<file path="src/fosb_pkg.sv">
package fosb_pkg;

  ////////////////////////////////////////////////////////////////////////////////
  // Register map
  localparam logic [7:0] OFF_CMD    = 8'h00;
  localparam logic [7:0] OFF_ADDR   = 8'h04;
  localparam logic [7:0] OFF_STATUS = 8'h08;
  localparam logic [7:0] OFF_CONFIG = 8'h0c;

  // Command register fields
  localparam int CMD_DATA_LSB = 0;
  localparam int CMD_OP_LSB   = 8;
  localparam int CMD_GUARD    = 10;
  localparam int CMD_CLEARS   = 11;

  localparam logic [1:0] OP_WRITE = 2'h0;
  localparam logic [1:0] OP_READ  = 2'h1;
  localparam logic [1:0] OP_POLL  = 2'h2;

  // Status byte bit positions
  localparam int BIT_IDLE      = 7;
  localparam int BIT_ERASE_SUS = 6;
  localparam int BIT_ERASE_ERR = 5;
  localparam int BIT_PROG_ERR  = 4;
  localparam int BIT_PIN_ERR   = 3;
  localparam int BIT_PROG_SUS  = 2;
  localparam int BIT_PROT_ERR  = 1;
  localparam logic [7:0] ERR_MASK     = 8'h3a;
  localparam logic [7:0] RESERVED_MSK = 8'hfe;

  // Failure causes reported to software
  localparam logic [2:0] CAUSE_NONE      = 3'h0;
  localparam logic [2:0] CAUSE_ERASE_MAX = 3'h1;
  localparam logic [2:0] CAUSE_PROG_MAX  = 3'h2;
  localparam logic [2:0] CAUSE_PIN       = 3'h3;
  localparam logic [2:0] CAUSE_PROT      = 3'h4;
  localparam logic [2:0] CAUSE_SEQ       = 3'h5;

  // Reset values
  localparam logic [7:0]  STATUS_RST = 8'h00;
  localparam logic [31:0] CONFIG_RST = 32'h0000_0000;

  ////////////////////////////////////////////////////////////////////////////////
  // Timing
  localparam int CLK_PERIOD_NS = 50;
  localparam int T_ACC_NS      = 90;
  localparam int T_WP_NS       = 70;
  localparam int ACC_CYC_I     = (T_ACC_NS + CLK_PERIOD_NS - 1) / CLK_PERIOD_NS;
  localparam int WP_CYC_I      = (T_WP_NS + CLK_PERIOD_NS - 1) / CLK_PERIOD_NS;
  localparam logic [3:0] ACC_CYC = 4'(ACC_CYC_I);
  localparam logic [3:0] WP_CYC  = 4'(WP_CYC_I);

  typedef enum logic [2:0] {
    ST_IDLE   = 3'b000,
    ST_SETUP  = 3'b001,
    ST_WPULSE = 3'b010,
    ST_WHOLD  = 3'b011,
    ST_RDWAIT = 3'b100,
    ST_RGAP   = 3'b101,
    ST_DONE   = 3'b110
  } fosb_state_t;

endpackage : fosb_pkg

</file>
<file path="src/fosb_status_decode.sv">
`timescale 1ns/1ns
module fosb_status_decode
  import fosb_pkg::*;
(
  // Sampled byte
  input  wire logic [7:0] status,
  // Decoded view
  output logic            idle,
  output logic            erase_susp,
  output logic            prog_susp,
  output logic            err_any,
  output logic [2:0]      cause
);

  logic erase_err;
  logic prog_err;

  assign idle       = status[BIT_IDLE];
  // Other bits are meaningless while the controller works
  assign erase_susp = idle & status[BIT_ERASE_SUS];
  assign prog_susp  = idle & status[BIT_PROG_SUS];
  assign err_any    = idle & |(status & ERR_MASK);
  assign erase_err  = status[BIT_ERASE_ERR];
  assign prog_err   = status[BIT_PROG_ERR];

  // Erase-suspend bit is ignored here so D0h..F0h decode like 90h..B0h
  always_comb begin
    cause = CAUSE_NONE;
    if (!idle) begin
      cause = CAUSE_NONE;
    end else if (erase_err && prog_err) begin
      cause = CAUSE_SEQ;
    end else if (status[BIT_PIN_ERR]) begin
      cause = CAUSE_PIN;
    end else if (status[BIT_PROT_ERR]) begin
      cause = CAUSE_PROT;
    end else if (erase_err) begin
      cause = CAUSE_ERASE_MAX;
    end else if (prog_err) begin
      cause = CAUSE_PROG_MAX;
    end
  end

endmodule : fosb_status_decode

</file>
<file path="src/fosb_host.sv">
// The APB interface to the registers and the placing of the registers are this design's own decisions.
`timescale 1ns/1ns
module fosb_host
  import fosb_pkg::*;
#(
  parameter int ADDR_W = 22
) (
  // Clock and reset
  input  wire logic              clk,
  input  wire logic              rst_b,
  // APB slave
  input  wire logic              psel,
  input  wire logic              penable,
  input  wire logic              pwrite,
  input  wire logic [7:0]        paddr,
  input  wire logic [31:0]       pwdata,
  output logic      [31:0]       prdata,
  output logic                   pready,
  output logic                   pslverr,
  // Flash pins
  output logic                   flash_ce_b,
  output logic                   flash_oe_b,
  output logic                   flash_we_b,
  output logic      [ADDR_W-1:0] flash_addr,
  input  wire logic [7:0]        flash_dq_in,
  output logic      [7:0]        flash_dq_out,
  output logic                   flash_dq_oe,
  output logic                   program_erase_enable_pin
);

  ////////////////////////////////////////////////////////////////////////////////
  // Register decode
  function automatic logic fosb_mapped(input logic [7:0] a);
    return (a == OFF_CMD) || (a == OFF_ADDR) || (a == OFF_STATUS) || (a == OFF_CONFIG);
  endfunction : fosb_mapped

  fosb_state_t       state_r;
  fosb_state_t       state_nxt;
  logic [3:0]        cnt_r;
  logic [1:0]        op_r;
  logic              clears_r;
  logic [7:0]        data_r;
  logic [ADDR_W-1:0] addr_r;
  logic [7:0]        status_r;
  logic              err_seen_r;
  logic              refused_r;
  logic              pe_pin_r;
  logic [31:0]       prdata_r;
  logic              busy;
  logic              setup_ph;
  logic              wr_acc;
  logic              cmd_wr;
  logic              refuse;
  logic              start;
  logic              rd_last;
  logic              sample;
  logic              dec_idle;
  logic              dec_erase_susp;
  logic              dec_prog_susp;
  logic              dec_err_any;
  logic [2:0]        dec_cause;

  assign busy     = (state_r != ST_IDLE);
  assign setup_ph = psel & ~penable;
  assign wr_acc   = psel & penable & pwrite;
  assign cmd_wr   = wr_acc & (paddr == OFF_CMD);
  // New guarded command refused while an old error is still unread-cleared
  assign refuse   = cmd_wr & ~busy & pwdata[CMD_GUARD] & err_seen_r;
  assign start    = cmd_wr & ~busy & ~refuse;
  assign rd_last  = (state_r == ST_RDWAIT) && (cnt_r == ACC_CYC - 4'h1);
  assign sample   = rd_last;

  // Zero wait states; a command written while busy is answered with an error
  assign pready  = 1'b1;
  assign pslverr = psel & penable & (~fosb_mapped(paddr) | (cmd_wr & busy));
  assign prdata  = prdata_r;

  ////////////////////////////////////////////////////////////////////////////////
  // Register file
  always_ff @(posedge clk or negedge rst_b) begin
    if (!rst_b) begin
      addr_r   <= '0;
      pe_pin_r <= 1'b0;
    end else if (wr_acc && paddr == OFF_ADDR && !busy) begin
      addr_r <= pwdata[ADDR_W-1:0];
    end else if (wr_acc && paddr == OFF_CONFIG) begin
      pe_pin_r <= pwdata[0];
    end
  end

  always_ff @(posedge clk or negedge rst_b) begin
    if (!rst_b) begin
      op_r     <= OP_WRITE;
      clears_r <= 1'b0;
      data_r   <= 8'h00;
    end else if (start) begin
      op_r     <= pwdata[CMD_OP_LSB +: 2];
      clears_r <= pwdata[CMD_CLEARS];
      data_r   <= pwdata[CMD_DATA_LSB +: 8];
    end
  end

  always_ff @(posedge clk or negedge rst_b) begin
    if (!rst_b) begin
      refused_r <= 1'b0;
    end else if (refuse) begin
      refused_r <= 1'b1;
    end else if (start) begin
      refused_r <= 1'b0;
    end
  end

  always_ff @(posedge clk or negedge rst_b) begin
    if (!rst_b) begin
      prdata_r <= 32'h0000_0000;
    end else if (setup_ph && !pwrite) begin
      unique case (paddr)
        OFF_ADDR:   prdata_r <= 32'(addr_r);
        OFF_STATUS: prdata_r <= {15'h0000, dec_cause, dec_prog_susp, dec_erase_susp,
                                 dec_idle, err_seen_r, refused_r, busy, status_r};
        OFF_CONFIG: prdata_r <= {31'h0000_0000, pe_pin_r};
        default:    prdata_r <= 32'h0000_0000;
      endcase
    end
  end

  ////////////////////////////////////////////////////////////////////////////////
  // Status capture
  always_ff @(posedge clk or negedge rst_b) begin
    if (!rst_b) begin
      status_r <= STATUS_RST;
    end else if (sample) begin
      status_r <= flash_dq_in & RESERVED_MSK;
    end
  end

  // Host copy of the sticky flags; only a finished clear-status drops it
  always_ff @(posedge clk or negedge rst_b) begin
    if (!rst_b) begin
      err_seen_r <= 1'b0;
    end else if (sample && flash_dq_in[BIT_IDLE] && |(flash_dq_in & ERR_MASK)) begin
      err_seen_r <= 1'b1;
    end else if (state_r == ST_DONE && clears_r) begin
      err_seen_r <= 1'b0;
    end
  end

  fosb_status_decode u_decode (
    .status     (status_r),
    .idle       (dec_idle),
    .erase_susp (dec_erase_susp),
    .prog_susp  (dec_prog_susp),
    .err_any    (dec_err_any),
    .cause      (dec_cause)
  );

  ////////////////////////////////////////////////////////////////////////////////
  // Bus cycle sequencer
  always_comb begin
    state_nxt = state_r;
    unique case (state_r)
      ST_IDLE:   if (start) state_nxt = ST_SETUP;
      ST_SETUP:  state_nxt = (op_r == OP_WRITE) ? ST_WPULSE : ST_RDWAIT;
      ST_WPULSE: if (cnt_r == WP_CYC - 4'h1) state_nxt = ST_WHOLD;
      ST_WHOLD:  state_nxt = ST_DONE;
      ST_RDWAIT: begin
        if (rd_last) begin
          // Busy answer: raise OE for a cycle so the next read is fresh
          if (op_r == OP_POLL && !flash_dq_in[BIT_IDLE]) begin
            state_nxt = ST_RGAP;
          end else begin
            state_nxt = ST_DONE;
          end
        end
      end
      ST_RGAP:   state_nxt = ST_RDWAIT;
      ST_DONE:   state_nxt = ST_IDLE;
      default:   state_nxt = ST_IDLE;
    endcase
  end

  always_ff @(posedge clk or negedge rst_b) begin
    if (!rst_b) begin
      state_r <= ST_IDLE;
    end else begin
      state_r <= state_nxt;
    end
  end

  always_ff @(posedge clk or negedge rst_b) begin
    if (!rst_b) begin
      cnt_r <= 4'h0;
    end else if (state_nxt != state_r) begin
      cnt_r <= 4'h0;
    end else begin
      cnt_r <= cnt_r + 4'h1;
    end
  end

  // Strobes decoded from state flops; one level of gating, no feedback
  assign flash_ce_b   = (state_r == ST_IDLE) || (state_r == ST_DONE);
  assign flash_oe_b   = (state_r != ST_RDWAIT);
  assign flash_we_b   = (state_r != ST_WPULSE);
  assign flash_dq_oe  = (state_r == ST_WPULSE) || (state_r == ST_WHOLD);
  assign flash_dq_out = data_r;
  assign flash_addr   = addr_r;
  assign program_erase_enable_pin = pe_pin_r;

  ////////////////////////////////////////////////////////////////////////////////
  // Checks
  a_mask_low: assert property (@(posedge clk) disable iff (!rst_b)
    status_r[0] == 1'b0) else $error("reserved status bit not masked");

  a_poll_toggle: assert property (@(posedge clk) disable iff (!rst_b)
    (rd_last && op_r == OP_POLL && !flash_dq_in[BIT_IDLE])
      |=> flash_oe_b && !flash_ce_b ##1 !flash_oe_b) else $error("poll read not refreshed");

  a_poll_finish: assert property (@(posedge clk) disable iff (!rst_b)
    (state_r == ST_DONE && op_r == OP_POLL) |-> status_r[BIT_IDLE])
    else $error("poll ended while controller busy");

  a_access_time: assert property (@(posedge clk) disable iff (!rst_b)
    $fell(flash_oe_b) |-> (!flash_oe_b)[*2]) else $error("read access too short");

  a_guard_refuse: assert property (@(posedge clk) disable iff (!rst_b)
    refuse |=> refused_r && state_r == ST_IDLE ##1 flash_we_b)
    else $error("guarded command issued over error");

  a_clear_errors: assert property (@(posedge clk) disable iff (!rst_b)
    (state_r == ST_DONE && clears_r && !sample) |=> !err_seen_r)
    else $error("error copy not cleared");

  a_susp_gate: assert property (@(posedge clk) disable iff (!rst_b)
    !status_r[BIT_IDLE] |-> !dec_erase_susp && !dec_prog_susp && dec_cause == CAUSE_NONE)
    else $error("suspend flags trusted while busy");

  a_no_contend: assert property (@(posedge clk) disable iff (!rst_b)
    !flash_oe_b |-> !flash_dq_oe && flash_we_b) else $error("bus contention");

  // Deselect after every write so the next select brings a fresh status byte
  a_deselect: assert property (@(posedge clk) disable iff (!rst_b)
    (state_r == ST_WHOLD) |=> flash_ce_b && flash_we_b && !flash_dq_oe ##1 !busy)
    else $error("chip not deselected after write");

  a_err_copy: assert property (@(posedge clk) disable iff (!rst_b)
    $rose(dec_err_any) |-> err_seen_r) else $error("error flags not copied");

  a_unmapped: assert property (@(posedge clk) disable iff (!rst_b)
    (psel && penable && !fosb_mapped(paddr)) |-> pslverr) else $error("unmapped not flagged");

endmodule : fosb_host

</file>
<file path="config.mk">
export PLATFORM = sky130hd
export DESIGN_NAME = fosb_host
export DESIGN_NICKNAME = d
export VERILOG_FILES = /design/src/fosb_pkg.sv /design/src/fosb_status_decode.sv /design/src/fosb_host.sv
export SDC_FILE = /design/constraint.sdc
export NUM_CORES = 1
export LEC_CHECK = 0
export BUFFER_PORTS_ARGS = -buffer_cell sky130_fd_sc_hd__buf_2
export CAP_MARGIN = 20
export CELL_PAD_IN_SITES_DETAIL_PLACEMENT = 0
export CELL_PAD_IN_SITES_GLOBAL_PLACEMENT = 1
export CORE_AREA = 2 2 131 107
export CTS_BUF_LIST = sky130_fd_sc_hd__clkbuf_4 sky130_fd_sc_hd__clkbuf_8
export CTS_CLUSTER_SIZE = 10
export DETAILED_ROUTE_END_ITERATION = 16
export DIE_AREA = 0 0 133 109
export PLACE_DENSITY_LB_ADDON = 0.1
export SYNTH_ARGS = -nofsm -noshare
export SYNTH_HDL_FRONTEND = slang
export SYNTH_SLANG_ARGS = --single-unit
</file>
<file path="constraint.sdc">
create_clock -name clk -period 6.1 [get_ports clk]
set_clock_uncertainty 0.2 [all_clocks]
set_input_delay 1.525 -clock clk [delete_from_list [all_inputs] [get_ports clk]]
set_output_delay 1.525 -clock clk [all_outputs]
set_load 0.03 [all_outputs]
</file>
# Word level (Yosys, flattened, before mapping)
# Cells that the tools add are included.
# totals
regBits	82
in_bits	53
out_inout_bits	69
wordCells	88
# op_classes
add_sub_neg	1
n_reduce_logical	26
bitwise_logic	18
mux	18
n_eq_ne	14
# op_table
operator	count
$pmux W22 S3	1
$mux W3	9
$pmux W3 S6	1
$eq A8 B4 Y1 const B	2
$and A1 B1 Y1	12
$logic_and A1 B1 Y1	10
$eq A3 B3 Y1 const B	3
$eq A8 B3 Y1 const B	1
$logic_not A8 Y1	1
$eq A3 B2 Y1 const B	2
$logic_or A1 B1 Y1	5
$not A1 Y1	5
$add A4 B1 Y4 const B	1
$eq A4 B1 Y1 const B	1
$mux W1	4
$mux W2	2
$mux W4	1
$reduce_bool A2 Y1	2
$reduce_or A4 Y1	1
$eq A3 B1 Y1 const B	1
$logic_not A1 Y1	3
$logic_not A3 Y1	1
$ne A3 B2 Y1 const B	1
$ne A3 B3 Y1	1
6 further kinds	6

# Depth between registers and ports, before layout
# depth
depth_word	12
mapped_depth	6

# Hierarchy
# From an unflattened synthesis, not the netlist that was laid out.
# hier_totals
cells_unflattened	281
hier_area_um2	3309.4
# by_module_without_submodules
module	seq_area_each_um2	area_each_um2	instances	cells_per_inst
fosb_host	1801.7	3230.6	1	269
fosb_status_decode	0.0	78.8	1	12

# Least setup slack after synthesis
# Ideal clock, no wire load.
# synth_timing
kind	input-to-output
start	input paddr[5]
end	output pslverr
cell_stages	5
slack_ns	1.855
n_path_buf	1
t_arrival_ns	2.520
path_cell_list	nor4_4 -> nand2_1 -> clkbuf_1 -> a31oi_1 -> nor2_1
# synth_via
elab_chain_cells	7
word_cells_on_any_way	12
classes_between	eq/ne (3); bitwise (5); reduce/logical (4)
# synth_lines
item	line_no	source
start, declared	fosb_host.sv:15	input wire logic [7:0] paddr,
$eq A8 B3 Y1 or $logic_not A8 Y1 (tied branches)	fosb_host.sv:34, fosb_host.sv:66	
$logic_or A1 B1 Y1 (3 in a row)	fosb_host.sv:34	return (a == OFF_CMD) || (a == OFF_ADDR) || (a == OFF_STATUS) || (a == OFF_CONFIG);
$not A1 Y1	fosb_host.sv:75	assign pslverr = psel & penable & (~fosb_mapped(paddr) | (cmd_wr & busy));
$or A1 B1 Y1 (*)	fosb_host.sv:75	
$and A1 B1 Y1 (*)	fosb_host.sv:75	
end, declared	fosb_host.sv:19	output logic pslverr,
# Mark *: on every way between the ends. The rest lies on a longest branch, timed or not.

# Worst setup path in the final report
# Same ends and word-level chain as after synthesis.

==> out/summary.md <==
• **part of the Yosys area used for sequential elements** 55.6%
• **post-layout total power** 1.05 mW
• **drt wl/cell** 16.2 um
• **Worst VDD drop** 0.118 mV
• **reg-to-reg slack, setup** 3.47 ns
• **Post-synth ARST share** 100%
• **slew at the pin closest to its max-slew limit** 0.970 ns
• **maximum fanout along the worst path** 15
• **pwr dens** 260 mW/mm2
• **first-pass detailed-route iteration total** 4
• **Slew Limit Headroom** 35.2%
• **growth of design area from synthesis to finish** 24.8%
• **Root Buffer** clkbuf_8
• **post-CTS repair timing setup buffer count** 0
• **setup violators final** 0
• **setup ws final** 1.42 ns
• **number of global-route vias before repair** 2,360
• **clock period minus final worst setup slack** 4.68 ns
• **cts bufs inserted** 9
• **number of DRC violations after detailed routing** 0
• **proportion of layout cells with a drive suffix above 1** 43.0%
• **CP Capture Type** output pin
• **hold buffers post-CTS** 0
• **fmax** 214 MHz
• **number of rows in the core area** 38
• **dominant register cell in the synthesized netlist** dfrtp_1
• **antenna violations before repair** 1
• **reg-to-reg critical path endpoint** flash_dq_out[0]
• **average via count per standard cell** 4.40
• **TNS Setup** 0 ns
• **Slew Limit Fails** 0
• **standard cell core area** 0.0133 mm2
• **# IOs** 122
• **wire length of the first global-routing pass** 13.5 mm
• **die boundary height** 109 um
• **number of levels the H-tree was split into** 3
• **iteration-0 DRC count of the detailed router** 59
• **source-to-sink clock delay at the later pin of the worst-skew pair** 0.35 ns
• **most repeated library cell on the critical path** buf_2
• **wirelength, routed** 8.81 mm
• **maximum number of pins on one net before global-route repair** 73
• **leakage dissipation** 2.07 nW
• **die width** 133 um
• **end point of the critical path** pslverr
• **clock tree buffer depth** 2
• **quantity of I/O buffers inserted on ports** 99
• **slowest stage cell, crit path** nand2_1
• **number of vias in the routed layout** 2,398
• **Area contributors post-synth** dfrtp_1 56%, mux2_2 13%, a22oi_1 3.2%
• **number of nets still failing antenna checks after routing** 0
• **Post-synth EDFFs** 0
• **library cell with the largest summed area after synthesis** dfrtp_1
• **pre-CTS setup slack** 1.39 ns
• **path category of the worst min-delay check** reg2reg
• **CTS Sinks** 72
• **die area** 0.0145 mm2
• **flip-flop and latch count after synthesis** 72
• **clock transition at the registers of the reported paths** 0.07 ns
• **DP HPWL** 6.44 mm
• **max incr delay on CP** 0.41 ns
• **average size of a mapped cell** 12.2 um2
• **number of hold violations in the final report** 0
• **RePlAce Congestion** 0.714
• **core utilization of the finished layout** 30.5%
• **Initial Utilization** 24.4%
• **# Max-Cap Violations** 0
• **R2R cell count** 3
• **Worst R2R Start** state_r[2]
• **WP data arrival** 2.95 ns
• **residual overflow from global routing** 0
• **CP Launch Point** paddr[5]
• **combined area of all synthesized cells** 0.00324 mm2
• **cells along the critical path** buf_2 -> nor4_4 -> nand2_1 -> a31oi_1 -> nor2_1 -> buf_2
• **overall fraction of global-route tracks in use** 12.6%
• **result of the run** completed
• **crit start category** primary input
• **period utilization** 76.7%
• **Critical Setup Path Class** in2out
• **TritonCTS clock tree** built
• **RSZ-0062 raised after global routing** no
• **Resized Gates After CTS** 0
• **portion of synthesized cell area occupied by the leading cell type** 55.6%
• **Gate Count Post-Synth** 265
• **Net count, final** 416
• **worst endpoint required time** 4.38 ns
• **Warnings, synthesis** 0
• **number of distinct standard cells referenced by the synthesized netlist** 44
• **diodes inserted** 0
==> how the worst min path moves through the flow <==
stage / start / end / slack (ns) / cells after the start
2_1_floorplan: cnt_r[0] / cnt_r[0] / 0.26 / 1
3_3_place_gp: prdata[10] / prdata[10] / 0.26 / 2
3_5_place_dp: prdata[9] / prdata[9] / 0.26 / 2
4_1_cts: prdata[9] / prdata[9] / 0.28 / 2
5_1_grt: prdata[10] / prdata[10] / 0.31 / 2
6_report: prdata[9] / prdata[9] / 0.27 / 2
==> metrics by stage <==
step | hold slack (ns) | std cells | area [um2]
3_5_place_dp | 0.261 | 530 | 3850
3_3_place_gp | 0.258 | 530 | 3850
4_1_cts | 0.279 | 545 | 4040
2_1_floorplan | 0.260 | 274 | 3270
5_1_grt | 0.312 | 545 | 4040
6_report | 0.273 | 545 | 4040
==> placed cells by master, fill, tap and decap left out, types with 2 or more instances in the layout <==
cell,netlist,final
nor3_1,3,3
buf_4,12,3
mux2_1,5,5
dfrtp_1,72,72
conb_1,2,11
nand2b_1,4,4
mux2i_1,2,2
clkbuf_8,0,10
nand3_1,4,4
mux2_2,36,36
nor3b_1,2,2
o31ai_1,12,12
ha_1,2,2
a22o_1,6,6
buf_2,2,98
inv_1,7,7
nor2_1,10,10
a22oi_1,14,14
xnor2_1,2,2
clkinvlp_4,0,3
a21oi_1,6,6
o21ai_0,6,6
nor2b_1,4,4
nand2_1,20,20
nand4_1,2,2
==> metal layers <==
| layer | up-vias | wire [um] | global-route usage, % |
|---|---|---|---|
| li1 | 1130 | - | - |
| met4 | 2 | 121 | 4.22 |
| met2 | 65 | 4050 | 19.7 |
| met5 | - | 13 | 0 |
| met1 | 1184 | 4110 | 16.4 |
| met3 | 17 | 503 | 4.28 |
==> registers in the layout, indices dropped and copies added (netlist names) <==
signal	count
cnt_r	4
err_seen_r	1
flash_addr	22
refused_r	1
state_r	3
status_r	7
op_r	2
flash_dq_out	8
clears_r	1
prdata	22
program_erase_enable_pin	1
==> critical path: cells and delay by family <==
kind	cells	cell delay, ns
simple gates	3	0.86
buf+inv	2	0.29
compound gates	1	0.27
==> Yosys cell counts, drive strengths merged (2+ instances only) <==
master / number
mux2: 41
nor2b: 4
dfrtp: 72
nor2: 10
nand3: 4
buf: 17
a22o: 6
conb: 2
a21oi: 6
nand2: 20
clkbuf: 8
mux2i: 2
nor3: 4
o21ai: 6
ha: 2
nor3b: 2
inv: 7
a22oi: 14
xnor2: 2
o31ai: 12
nand2b: 4
nor4: 2
nand4: 2
==> area by class of cell <==
| type | count | area (um2) |
|---|---|---|
| inverter | 7 | 26.3 |
| tap | 180 | 225 |
| sequential | 72 | 1800 |
| timing repair buffer | 101 | 513 |
| multi-input combinational | 170 | 1280 |
| clock buffer | 10 | 138 |
| fill | 1392 | 9220 |
| clock inverter | 5 | 57.6 |
==> cell families after synthesis <==
family	after synthesis	share of synthesized area [%]
AOI/OAI and AO/OA	52	11.6
xor gates and xnor gates	2	0.541
adders and majority gates	2	0.773
buffers and inverters	32	5.87
DFF	72	55.6
muxes	43	14.9
other	2	0.232
and+or+nand+nor	60	10.5
==> report_power, final <==
part	switching [mW]	internal [mW]
sequential	0.0218	0.498
combinational	0.0951	0.0565
clock	0.182	0.197
total	0.299	0.751
Note: power is estimated with default switching activity, not from simulation.
